[src/design/fantm_defs.svh]
`ifndef FANTM_DEFS_SVH
`define FANTM_DEFS_SVH

// ****************************************
// Register byte offsets
// ****************************************
`define FANTM_OFF_CFG 8'h00
`define FANTM_OFF_TACH1 8'h04
`define FANTM_OFF_TACH2 8'h08
`define FANTM_OFF_SEL 8'h0c
`define FANTM_OFF_PRELOAD 8'h10
`define FANTM_OFF_STATUS 8'h14

// ****************************************
// Field positions and reset values
// ****************************************
`define FANTM_CFG_SRC_BIT 0
`define FANTM_CFG_MUL_BIT 2
`define FANTM_CFG_DIV_LSB 4
`define FANTM_CFG_RST 8'h50
`define FANTM_SEL_RST 8'h00
`define FANTM_PRELOAD_RST 8'h00
`define FANTM_TACH_RST 8'h00
`define FANTM_TACH_MAX 8'hff
`define FANTM_VALID_PULSES 2'h2

// ****************************************
// Timing
// ****************************************
`define FANTM_CLK_HZ 200000000

`endif

[src/design/fantm_pkg.sv]
package fantm_pkg;
   typedef enum logic [1:0] {
      FANTM_DIV_1 = 2'b00,
      FANTM_DIV_2 = 2'b01,
      FANTM_DIV_4 = 2'b10,
      FANTM_DIV_8 = 2'b11
   } fantm_div_t;
endpackage : fantm_pkg

[src/design/fantm_top.sv]
// Register access over APB and the address map were chosen for this implementation.
`timescale 1ns/1ps
`include "fantm_defs.svh"
module fantm_top #(
   parameter int BASE_HZ0 = 62500,
   parameter int BASE_HZ1 = 31250,
   parameter int BASE_HZ2 = 15625,
   parameter int BASE_HZ3 = 7812
) (
   input wire logic pclk, // APB clock, 200 MHz.
   input wire logic presetn, // Standby power-on reset, active low.
   input wire logic psel, // APB select.
   input wire logic penable, // APB enable.
   input wire logic pwrite, // APB write direction.
   input wire logic [7:0] paddr, // APB byte address.
   input wire logic [31:0] pwdata, // APB write data.
   output logic [31:0] prdata, // APB read data.
   output logic pready, // APB ready.
   output logic pslverr, // APB error on unmapped address.
   input wire logic [1:0] fan_tach // Tach pins, fan one at bit 0.
);
   // ****************************************
   // Counting rates
   // ****************************************
   localparam logic [19:0] BASE_P0 = 20'(`FANTM_CLK_HZ / BASE_HZ0);
   localparam logic [19:0] BASE_P1 = 20'(`FANTM_CLK_HZ / BASE_HZ1);
   localparam logic [19:0] BASE_P2 = 20'(`FANTM_CLK_HZ / BASE_HZ2);
   localparam logic [19:0] BASE_P3 = 20'(`FANTM_CLK_HZ / BASE_HZ3);

   logic [7:0] cfg_reg;
   logic [7:0] cfg_next;
   logic [7:0] sel_reg;
   logic [7:0] sel_next;
   logic [7:0] preload_reg;
   logic [7:0] preload_next;
   logic [31:0] prdata_reg;
   logic [31:0] prdata_next;
   logic pready_reg;
   logic pready_next;
   logic pslverr_reg;
   logic pslverr_next;
   logic [1:0] sync1_reg;
   logic [1:0] sync2_reg;
   logic [1:0] sync3_reg;
   logic [1:0] pulse_edge;
   logic [1:0] tick;
   logic [1:0] valid;
   logic [7:0] live_count [2];
   logic [7:0] tach_count [2];
   logic setup;
   logic access_done;
   logic mapped;
   logic preload_wr;

   // ****************************************
   // Tach pin synchroniser
   // ****************************************
   // The third stage only remembers the last level so an edge can be seen.
   always_ff @(posedge pclk or negedge presetn) begin
      if (!presetn) begin
         sync1_reg <= 2'h0;
         sync2_reg <= 2'h0;
         sync3_reg <= 2'h0;
      end else begin
         sync1_reg <= fan_tach;
         sync2_reg <= sync1_reg;
         sync3_reg <= sync2_reg;
      end
   end

   assign pulse_edge = sync2_reg & ~sync3_reg;

   // ****************************************
   // Per-fan rate and counter
   // ****************************************
   genvar gi;
   generate
      for (gi = 0; gi < 2; gi++) begin : g_fan
         fantm_tick_gen #(
            .PW(20),
            .BASE0(BASE_P0),
            .BASE1(BASE_P1),
            .BASE2(BASE_P2),
            .BASE3(BASE_P3)
         ) u_tick (
            .pclk(pclk),
            .presetn(presetn),
            .clk_src(cfg_reg[`FANTM_CFG_SRC_BIT + gi]),
            .clk_sel(sel_reg[gi]),
            .clk_mul(cfg_reg[`FANTM_CFG_MUL_BIT + gi]),
            .div_code(fantm_pkg::fantm_div_t'(cfg_reg[`FANTM_CFG_DIV_LSB + 2*gi +: 2])),
            .tick(tick[gi])
         );
         fantm_tach_counter #(
            .CW(8)
         ) u_cnt (
            .pclk(pclk),
            .presetn(presetn),
            .tick(tick[gi]),
            .pulse_edge(pulse_edge[gi]),
            .restart(preload_wr),
            .preload(preload_reg),
            .live_count(live_count[gi]),
            .tach_count(tach_count[gi]),
            .valid(valid[gi])
         );
      end
   endgenerate

   // ****************************************
   // APB slave
   // ****************************************
   // Zero-wait slave: ready rises for the access phase right after setup.
   assign setup = psel && !penable;
   assign access_done = psel && penable && pready_reg;
   assign preload_wr = access_done && pwrite && paddr == `FANTM_OFF_PRELOAD && !pslverr_reg;

   always_comb begin
      case (paddr)
         `FANTM_OFF_CFG, `FANTM_OFF_TACH1, `FANTM_OFF_TACH2,
         `FANTM_OFF_SEL, `FANTM_OFF_PRELOAD, `FANTM_OFF_STATUS: mapped = 1'b1;
         default: mapped = 1'b0;
      endcase
   end

   always_comb begin
      cfg_next = cfg_reg;
      sel_next = sel_reg;
      preload_next = preload_reg;
      prdata_next = prdata_reg;
      pready_next = 1'b0;
      pslverr_next = 1'b0;
      if (setup) begin
         pready_next = 1'b1;
         pslverr_next = !mapped;
         case (paddr)
            `FANTM_OFF_CFG: prdata_next = {24'h0, cfg_reg};
            `FANTM_OFF_TACH1: prdata_next = {24'h0, tach_count[0]};
            `FANTM_OFF_TACH2: prdata_next = {24'h0, tach_count[1]};
            `FANTM_OFF_SEL: prdata_next = {30'h0, sel_reg[1:0]};
            `FANTM_OFF_PRELOAD: prdata_next = {24'h0, preload_reg};
            `FANTM_OFF_STATUS: prdata_next = {30'h0, valid};
            default: prdata_next = 32'h0;
         endcase
      end
      // Writes land only at the edge that completes the access phase.
      if (access_done && pwrite) begin
         case (paddr)
            `FANTM_OFF_CFG: cfg_next = pwdata[7:0];
            `FANTM_OFF_SEL: sel_next = {6'h0, pwdata[1:0]};
            `FANTM_OFF_PRELOAD: preload_next = pwdata[7:0];
            default: cfg_next = cfg_reg;
         endcase
      end
   end

   always_ff @(posedge pclk or negedge presetn) begin
      if (!presetn) begin
         cfg_reg <= `FANTM_CFG_RST;
         sel_reg <= `FANTM_SEL_RST;
         preload_reg <= `FANTM_PRELOAD_RST;
         prdata_reg <= 32'h0;
         pready_reg <= 1'b0;
         pslverr_reg <= 1'b0;
      end else begin
         cfg_reg <= cfg_next;
         sel_reg <= sel_next;
         preload_reg <= preload_next;
         prdata_reg <= prdata_next;
         pready_reg <= pready_next;
         pslverr_reg <= pslverr_next;
      end
   end

   assign prdata = prdata_reg;
   assign pready = pready_reg;
   assign pslverr = pslverr_reg;

   // ****************************************
   // Checks
   // ****************************************
   function automatic logic [22:0] exp_period(input logic [7:0] c, input logic [7:0] s, input int f);
      logic [19:0] b;
      logic [22:0] p;
      b = ({c[`FANTM_CFG_SRC_BIT + f], s[f]} == 2'b00) ? BASE_P0 :
          ({c[`FANTM_CFG_SRC_BIT + f], s[f]} == 2'b01) ? BASE_P1 :
          ({c[`FANTM_CFG_SRC_BIT + f], s[f]} == 2'b10) ? BASE_P2 : BASE_P3;
      p = {3'h0, (c[`FANTM_CFG_MUL_BIT + f] ? (b >> 1) : b)};
      p = p << c[`FANTM_CFG_DIV_LSB + 2*f +: 2];
      exp_period = (p == '0) ? 23'h1 : p;
   endfunction : exp_period

   logic [22:0] gap_reg [2];
   logic [1:0] stable_reg;
   logic cfg_wr_seen_reg;
   logic [1:0] edge_seen_reg;

   always_ff @(posedge pclk or negedge presetn) begin
      if (!presetn) begin
         gap_reg[0] <= '0;
         gap_reg[1] <= '0;
         stable_reg <= 2'h0;
         cfg_wr_seen_reg <= 1'b0;
         edge_seen_reg <= 2'h0;
      end else begin
         for (int i = 0; i < 2; i++) begin
            gap_reg[i] <= tick[i] ? 23'h1 : gap_reg[i] + 23'h1;
            if (cfg_next != cfg_reg || sel_next != sel_reg) begin
               stable_reg[i] <= 1'b0;
            end else if (tick[i]) begin
               stable_reg[i] <= 1'b1;
            end
            if (pulse_edge[i]) begin
               edge_seen_reg[i] <= 1'b1;
            end
         end
         if (access_done && pwrite && paddr == `FANTM_OFF_CFG) begin
            cfg_wr_seen_reg <= 1'b1;
         end
      end
   end

   a_cfg_default: assert property (@(posedge pclk) disable iff (!presetn)
      !cfg_wr_seen_reg |-> cfg_reg == `FANTM_CFG_RST)
      else $error("config left its reset value");
   // Tick spacing is judged only after one whole interval has run under unchanged settings.
   a_fan_one_rate: assert property (@(posedge pclk) disable iff (!presetn)
      tick[0] && stable_reg[0] |-> gap_reg[0] == exp_period(cfg_reg, sel_reg, 0))
      else $error("fan one tick spacing wrong");
   a_fan_two_rate: assert property (@(posedge pclk) disable iff (!presetn)
      tick[1] && stable_reg[1] |-> gap_reg[1] == exp_period(cfg_reg, sel_reg, 1))
      else $error("fan two tick spacing wrong");
   a_apb_ready: assert property (@(posedge pclk) disable iff (!presetn)
      setup |=> pready && (pslverr == !$past(mapped)))
      else $error("apb answer missing");
   a_preload_invalid: assert property (@(posedge pclk) disable iff (!presetn)
      preload_wr |=> valid == 2'h0)
      else $error("valid kept after preload write");
   a_read_tach_one: assert property (@(posedge pclk) disable iff (!presetn)
      setup && paddr == `FANTM_OFF_TACH1 |=> prdata == {24'h0, $past(tach_count[0])})
      else $error("fan one count read wrong");
   a_read_tach_two: assert property (@(posedge pclk) disable iff (!presetn)
      setup && paddr == `FANTM_OFF_TACH2 |=> prdata == {24'h0, $past(tach_count[1])})
      else $error("fan two count read wrong");
   a_status_read: assert property (@(posedge pclk) disable iff (!presetn)
      setup && paddr == `FANTM_OFF_STATUS |=> prdata == {30'h0, $past(valid)})
      else $error("status read wrong");
   a_cfg_write: assert property (@(posedge pclk) disable iff (!presetn)
      access_done && pwrite && paddr == `FANTM_OFF_CFG |=> cfg_reg == $past(pwdata[7:0]))
      else $error("config write lost");
   a_sel_write: assert property (@(posedge pclk) disable iff (!presetn)
      access_done && pwrite && paddr == `FANTM_OFF_SEL |=> sel_reg == {6'h0, $past(pwdata[1:0])})
      else $error("select write lost");
   a_unmapped_data: assert property (@(posedge pclk) disable iff (!presetn)
      setup && !mapped |=> prdata == 32'h0 && pslverr)
      else $error("unmapped read not refused");
   a_err_with_ready: assert property (@(posedge pclk) disable iff (!presetn)
      pslverr |-> pready)
      else $error("error without ready");
   a_ready_pulse: assert property (@(posedge pclk) disable iff (!presetn)
      pready && !setup |=> !pready)
      else $error("ready stood too long");

   generate
      for (gi = 0; gi < 2; gi++) begin : g_chk
         a_count_latch: assert property (@(posedge pclk) disable iff (!presetn)
            pulse_edge[gi] |=> tach_count[gi] == $past(live_count[gi]) && live_count[gi] == $past(preload_reg))
            else $error("count not latched at pulse end");
         a_count_step: assert property (@(posedge pclk) disable iff (!presetn)
            tick[gi] && !pulse_edge[gi] && live_count[gi] != `FANTM_TACH_MAX |=>
            live_count[gi] == $past(live_count[gi]) + 8'h01)
            else $error("count did not step");
         a_count_sat: assert property (@(posedge pclk) disable iff (!presetn)
            live_count[gi] == `FANTM_TACH_MAX && !pulse_edge[gi] |=> live_count[gi] == `FANTM_TACH_MAX)
            else $error("count wrapped");
         a_count_reset: assert property (@(posedge pclk) disable iff (!presetn)
            !edge_seen_reg[gi] |-> tach_count[gi] == `FANTM_TACH_RST)
            else $error("count not zero");
         a_hold_between: assert property (@(posedge pclk) disable iff (!presetn)
            !pulse_edge[gi] |=> $stable(tach_count[gi]))
            else $error("count moved mid pulse");
         a_valid_rise: assert property (@(posedge pclk) disable iff (!presetn)
            $rose(valid[gi]) |-> $past(pulse_edge[gi]))
            else $error("valid rose without a pulse end");
      end
   endgenerate

   // ****************************************
   // Coverage
   // ****************************************
   c_latch_one: cover property (@(posedge pclk) disable iff (!presetn) pulse_edge[0] && live_count[0] != 8'h00);
   c_sat_two: cover property (@(posedge pclk) disable iff (!presetn) live_count[1] == `FANTM_TACH_MAX);
   c_preload: cover property (@(posedge pclk) disable iff (!presetn) preload_wr ##[1:1000] valid[1]);
   c_bad_addr: cover property (@(posedge pclk) disable iff (!presetn) pslverr);
endmodule : fantm_top

[src/design/fantm_tick_gen.sv]
`timescale 1ns/1ps
`include "fantm_defs.svh"
module fantm_tick_gen #(
   parameter int PW = 20,
   parameter logic [19:0] BASE0 = 20'h00c80,
   parameter logic [19:0] BASE1 = 20'h01900,
   parameter logic [19:0] BASE2 = 20'h03200,
   parameter logic [19:0] BASE3 = 20'h06400
) (
   input wire logic pclk, // System clock.
   input wire logic presetn, // Asynchronous reset, active low.
   input wire logic clk_src, // Clock source select bit.
   input wire logic clk_sel, // Clock select bit of the speed register.
   input wire logic clk_mul, // Doubles the counting rate.
   input wire fantm_pkg::fantm_div_t div_code, // Count divisor code.
   output logic tick // One-cycle counting pulse.
);
   logic [PW+2:0] period;
   logic [PW+2:0] cnt_reg;
   logic [PW+2:0] cnt_next;
   logic tick_reg;
   logic tick_next;
   logic [PW-1:0] base;

   always_comb begin
      case ({clk_src, clk_sel})
         2'b00: base = BASE0[PW-1:0];
         2'b01: base = BASE1[PW-1:0];
         2'b10: base = BASE2[PW-1:0];
         default: base = BASE3[PW-1:0];
      endcase
      period = {3'h0, (clk_mul ? (base >> 1) : base)};
      case (div_code)
         fantm_pkg::FANTM_DIV_1: period = period;
         fantm_pkg::FANTM_DIV_2: period = period << 1;
         fantm_pkg::FANTM_DIV_4: period = period << 2;
         default: period = period << 3;
      endcase
      if (period == '0) begin
         period = {{(PW+2){1'b0}}, 1'b1};
      end
      // A shortened period restarts the count rather than running past it.
      if (cnt_reg + 1'b1 >= period) begin
         cnt_next = '0;
         tick_next = 1'b1;
      end else begin
         cnt_next = cnt_reg + 1'b1;
         tick_next = 1'b0;
      end
   end

   always_ff @(posedge pclk or negedge presetn) begin
      if (!presetn) begin
         cnt_reg <= '0;
         tick_reg <= 1'b0;
      end else begin
         cnt_reg <= cnt_next;
         tick_reg <= tick_next;
      end
   end

   assign tick = tick_reg;
endmodule : fantm_tick_gen

[src/design/fantm_tach_counter.sv]
`timescale 1ns/1ps
`include "fantm_defs.svh"
module fantm_tach_counter #(
   parameter int CW = 8
) (
   input wire logic pclk, // System clock.
   input wire logic presetn, // Asynchronous reset, active low.
   input wire logic tick, // Counting pulse.
   input wire logic pulse_edge, // Rising edge of the synchronised tach pin.
   input wire logic restart, // Preload write, restarts validity.
   input wire logic [CW-1:0] preload, // Start value of each count.
   output logic [CW-1:0] live_count, // Running count.
   output logic [CW-1:0] tach_count, // Count latched at pulse end.
   output logic valid // Latched count is trustworthy.
);
   logic [CW-1:0] live_reg;
   logic [CW-1:0] live_next;
   logic [CW-1:0] tach_reg;
   logic [CW-1:0] tach_next;
   logic [1:0] pulses_reg;
   logic [1:0] pulses_next;

   always_comb begin
      live_next = live_reg;
      tach_next = tach_reg;
      pulses_next = pulses_reg;
      if (pulse_edge) begin
         tach_next = live_reg;
         live_next = preload;
         if (pulses_reg != `FANTM_VALID_PULSES) begin
            pulses_next = pulses_reg + 2'h1;
         end
      end else if (tick && live_reg != CW'(`FANTM_TACH_MAX)) begin
         live_next = live_reg + 1'b1;
      end
      // The pulse in flight began under the old preload, so two edges are needed.
      if (restart) begin
         pulses_next = 2'h0;
      end
   end

   always_ff @(posedge pclk or negedge presetn) begin
      if (!presetn) begin
         live_reg <= CW'(`FANTM_TACH_RST);
         tach_reg <= CW'(`FANTM_TACH_RST);
         pulses_reg <= 2'h0;
      end else begin
         live_reg <= live_next;
         tach_reg <= tach_next;
         pulses_reg <= pulses_next;
      end
   end

   assign live_count = live_reg;
   assign tach_count = tach_reg;
   assign valid = (pulses_reg == `FANTM_VALID_PULSES);
endmodule : fantm_tach_counter

[config.mk]
export PLATFORM = sky130hd
export DESIGN_NAME = fantm_top
export DESIGN_NICKNAME = d
export VERILOG_FILES = /design/src/design/fantm_pkg.sv /design/src/design/fantm_top.sv /design/src/design/fantm_tick_gen.sv /design/src/design/fantm_tach_counter.sv
export VERILOG_INCLUDE_DIRS = /design/src /design/src/design
export SDC_FILE = /design/constraint.sdc
export NUM_CORES = 1
export LEC_CHECK = 0
export ABC_AREA = 1
export BUFFER_PORTS_ARGS = -buffer_cell sky130_fd_sc_hd__buf_2
export CAP_MARGIN = 15
export CORE_MARGIN = 2
export CORE_UTILIZATION = 55
export CTS_CLUSTER_SIZE = 16
export DETAILED_ROUTE_END_ITERATION = 10
export PLACE_DENSITY = 0.8
export SETUP_SLACK_MARGIN = 0.02
export SKIP_LAST_GASP = 1
export SYNTH_ARGS = -nofsm -noshare
export SYNTH_HDL_FRONTEND = slang
export SYNTH_HIERARCHICAL = 1
export SYNTH_SLANG_ARGS = --single-unit
[constraint.sdc]
create_clock -name pclk -period 3.9 [get_ports pclk]
set_input_delay 0.39 -clock pclk [delete_from_list [all_inputs] [get_ports pclk]]
set_output_delay 0.39 -clock pclk [all_outputs]
set_load 0.02 [all_outputs]
==> flow_metrics.env <==
export IMPL_routedWlPerCell_um=13.25
export IMPL_initial_core_util_pct=56.74
export IMPL_post_route_drc_count=0
export IMPL_cts_setup_buffers=0
export IMPL_cp_max_fo=19
export IMPL_relSlewSlack_pct=40.79
export IMPL_path_clk_slew_ns=0.06
export IMPL_io_buffers=32
export IMPL_hold_viol_final=0
export IMPL_cp_data_required_time_ns=4.19
export IMPL_ys_ff_latch=118
export IMPL_first_global_vias=6747
export IMPL_viasPerCell=5.319
export IMPL_core_um2=14640
export IMPL_clock_path_buffers=2
export IMPL_whs_ns=0.01298
export IMPL_num_vias=7170
export IMPL_finClkSkew_ns=0.007305
export IMPL_cts_sinks=118
export IMPL_status="complete, no violations"
export IMPL_synth_cell_type_count=44
export IMPL_worst_pin_slew_ns=0.8849
export IMPL_n_antenna_cell=0
export IMPL_htreeDepth=4
export IMPL_nets=1246
export IMPL_numCtsBuffers=17
export IMPL_max_freq_mhz=313.0
export IMPL_grt_first_pass_wirelength_um=30990
export IMPL_grt_max_degree=119
export IMPL_drive_gt1_share_pct=15.98
export IMPL_synthCells=1103
export IMPL_total_power_mw=3.314
export IMPL_hold_class="in2async"
export IMPL_r2r_slack_ns=0.70
export IMPL_syn_area_um2=8309
export IMPL_r2r_end="g_fan[0].u_tick/cnt_reg[2]"
export IMPL_setup_tns_ns=0
export IMPL_post_route_util_pct=62.61
export IMPL_min_period_over_period_pct=81.93
export IMPL_dieArea_um2=16110
export IMPL_r2r_start="g_fan[0].u_tick/cnt_reg[0]"
export IMPL_power_leakage_nw=4.682
export IMPL_first_pass_iters=5
export IMPL_clock_latency_ns=0.42
export IMPL_ios=81
export IMPL_min_period_ns=3.195
export IMPL_die_w_um=126.9
export IMPL_slew_viol_final=0
export IMPL_cts_tree="yes"
export IMPL_seq_area_frac_synth_pct=35.57
export IMPL_cts_root_buf="clkbuf_16"
export IMPL_crit_type="reg2reg"
export IMPL_die_y_um=126.9
export IMPL_routed_wl_um=17860
export IMPL_gr_total_overflow=0
export IMPL_power_density_nw_per_um2=361.5
export IMPL_globalplace_congestion=0.9290
export IMPL_arrival_ns=3.49
export IMPL_largest_register_ffs=46
export IMPL_first_iter_violations=582
export IMPL_ys_warn_count=6
export IMPL_ir_drop_mv=0.3032
export IMPL_dp_hpwl_um=13200
export IMPL_area_growth_pct=10.34
export IMPL_rsz0062_at_grt="no"
export IMPL_start_kind="flip-flop"
export IMPL_crit_path_end_kind="flip-flop"
export IMPL_row_count=44
export IMPL_drv_cap=0
export IMPL_avgSynthCellArea_um2=7.533
export IMPL_cts_resized_gates=0
export IMPL_reg2reg_depth=18
export IMPL_cts_hold_buffers_added=0
export IMPL_track_usage_pct=23.58
export IMPL_final_antenna_net_count=0
export IMPL_setup_viol=0
export IMPL_antenna_found_initial=0
-- critical path, cell delays in order, from the launching register on --
cell     delay [ns]
dfrtp_1        0.40
ha_1           0.26
nand2_2        0.08
nor2_2         0.16
nand2_2        0.11
nor4_1         0.28
nand2_1        0.11
xor2_1         0.31
inv_1          0.09
ha_1           0.30
nand2_1        0.07
inv_1          0.06
nand4_1        0.09
nor2_1         0.12
nand4_1        0.09
nand2_1        0.11
nor2_4         0.05
nand2_4        0.30
nor2_1         0.08
-- routing by layer --
metal	part of all wire [%]	global-route usage [%]
met4	1.9	7.498
met2	47	37.73
met3	5.6	4.935
met5	0	0
met1	46	32.28
-- cells in the final DEF (no fill, tap or decap), types with 6 or more instances in the layout --
master and count:
a211oi_1 7, a21oi_1 22, buf_2 31, clkbuf_16 17, conb_1 34, dfrtp_1 116
ha_1 48, inv_1 127, inv_2 10, inv_8 6, nand2_1 305, nand2_2 17
nand2_4 11, nand3_1 77, nand3b_1 7, nand4_1 7, nor2_1 115, nor2_2 20
nor2_4 29, nor3_1 6, o21ai_0 37, o21ai_1 9, o21ai_2 21, o22ai_1 9
xnor2_1 12, xor2_1 17
-- stage by stage --
| step | cell area (um2) | setup slack (ns) | cells |
|---|---|---|---|
| after floorplan | 8426 | 1.238 | 1134 |
| after global placement | 8567 | 0.8169 | 1316 |
| after detailed placement | 8567 | 0.7520 | 1316 |
| after CTS | 9169 | 0.7380 | 1348 |
| after global routing | 9169 | 0.3506 | 1348 |
| final | 9169 | 0.7048 | 1348 |
-- cell usage after synthesis, drive strengths merged --
cell | number | area, um2
a2111oi | 1 | 8.760
a211oi | 7 | 52.55
a21boi | 2 | 15.01
a21oi | 22 | 110.1
a221oi | 4 | 35.03
a22oi | 2 | 15.01
and2 | 2 | 12.51
buf | 31 | 260.3
clkbuf | 5 | 18.77
clkinv | 2 | 8.750
conb | 3 | 11.26
dfrtp | 116 | 2903
dfstp | 2 | 52.55
ha | 48 | 600.6
inv | 137 | 514.3
nand2 | 333 | 1375
nand3 | 81 | 425.4
nand3b | 7 | 52.55
nand4 | 7 | 43.79
nor2 | 167 | 943.4
nor3 | 6 | 30.03
nor4 | 4 | 25.02
o21a | 3 | 22.52
o21ai | 67 | 414.2
o21bai | 3 | 22.52
o221a | 1 | 11.26
o221ai | 1 | 8.760
o22ai | 9 | 56.30
or2 | 1 | 6.260
xnor2 | 12 | 105.1
xor2 | 17 | 148.9
-- power by group --
group	internal, mW	switching, mW
Sequential	1.32	0.0777
Clock	0.867	0.700
Combinational	0.120	0.232
Total	2.30	1.01
-- cell families (layout without fill, tap and decap cells) --
kind of cell             after synthesis  in the layout  share of synthesized area [%]
AND/OR/NAND/NOR                      608            608                          35.07
AO/OA/AOI/OAI                        122            122                          9.291
XOR/XNOR                              29             29                          3.057
flip-flops                           118            118                          35.57
other                                  3             34                         0.1355
buffers and inverters                175            205                          9.652
adder cells (fa/ha/maj)               48             48                          7.228
-- worst max-delay path by stage --
| stage | from | end | depth (start not counted) |
|---|---|---|---|
| global placement | g_fan[0].u_tick/cnt_reg[0] | g_fan[0].u_tick/cnt_reg[4] | 18 |
| finish | g_fan[0].u_tick/cnt_reg[0] | g_fan[0].u_tick/cnt_reg[2] | 18 |
| detailed placement | g_fan[0].u_tick/cnt_reg[0] | g_fan[0].u_tick/cnt_reg[5] | 18 |
| floorplan | g_fan[0].u_tick/cnt_reg[0] | g_fan[0].u_tick/cnt_reg[12] | 19 |
| CTS | g_fan[0].u_tick/cnt_reg[0] | g_fan[0].u_tick/cnt_reg[2] | 18 |
| global route | cfg_reg[0] | g_fan[0].u_tick/cnt_reg[4] | 17 |
-- cell type report --
class                   instances  area, um2
fillers                      1302       5475
multi-input cells             841       4668
flip-flops and latches        118       2955
inverters                     139      523.0
clock buffers                  17      425.4
well taps                     184      230.2
repair buffers                 34      190.2
clock inverters                15      176.4
Power figures use the tool's default switching activity.
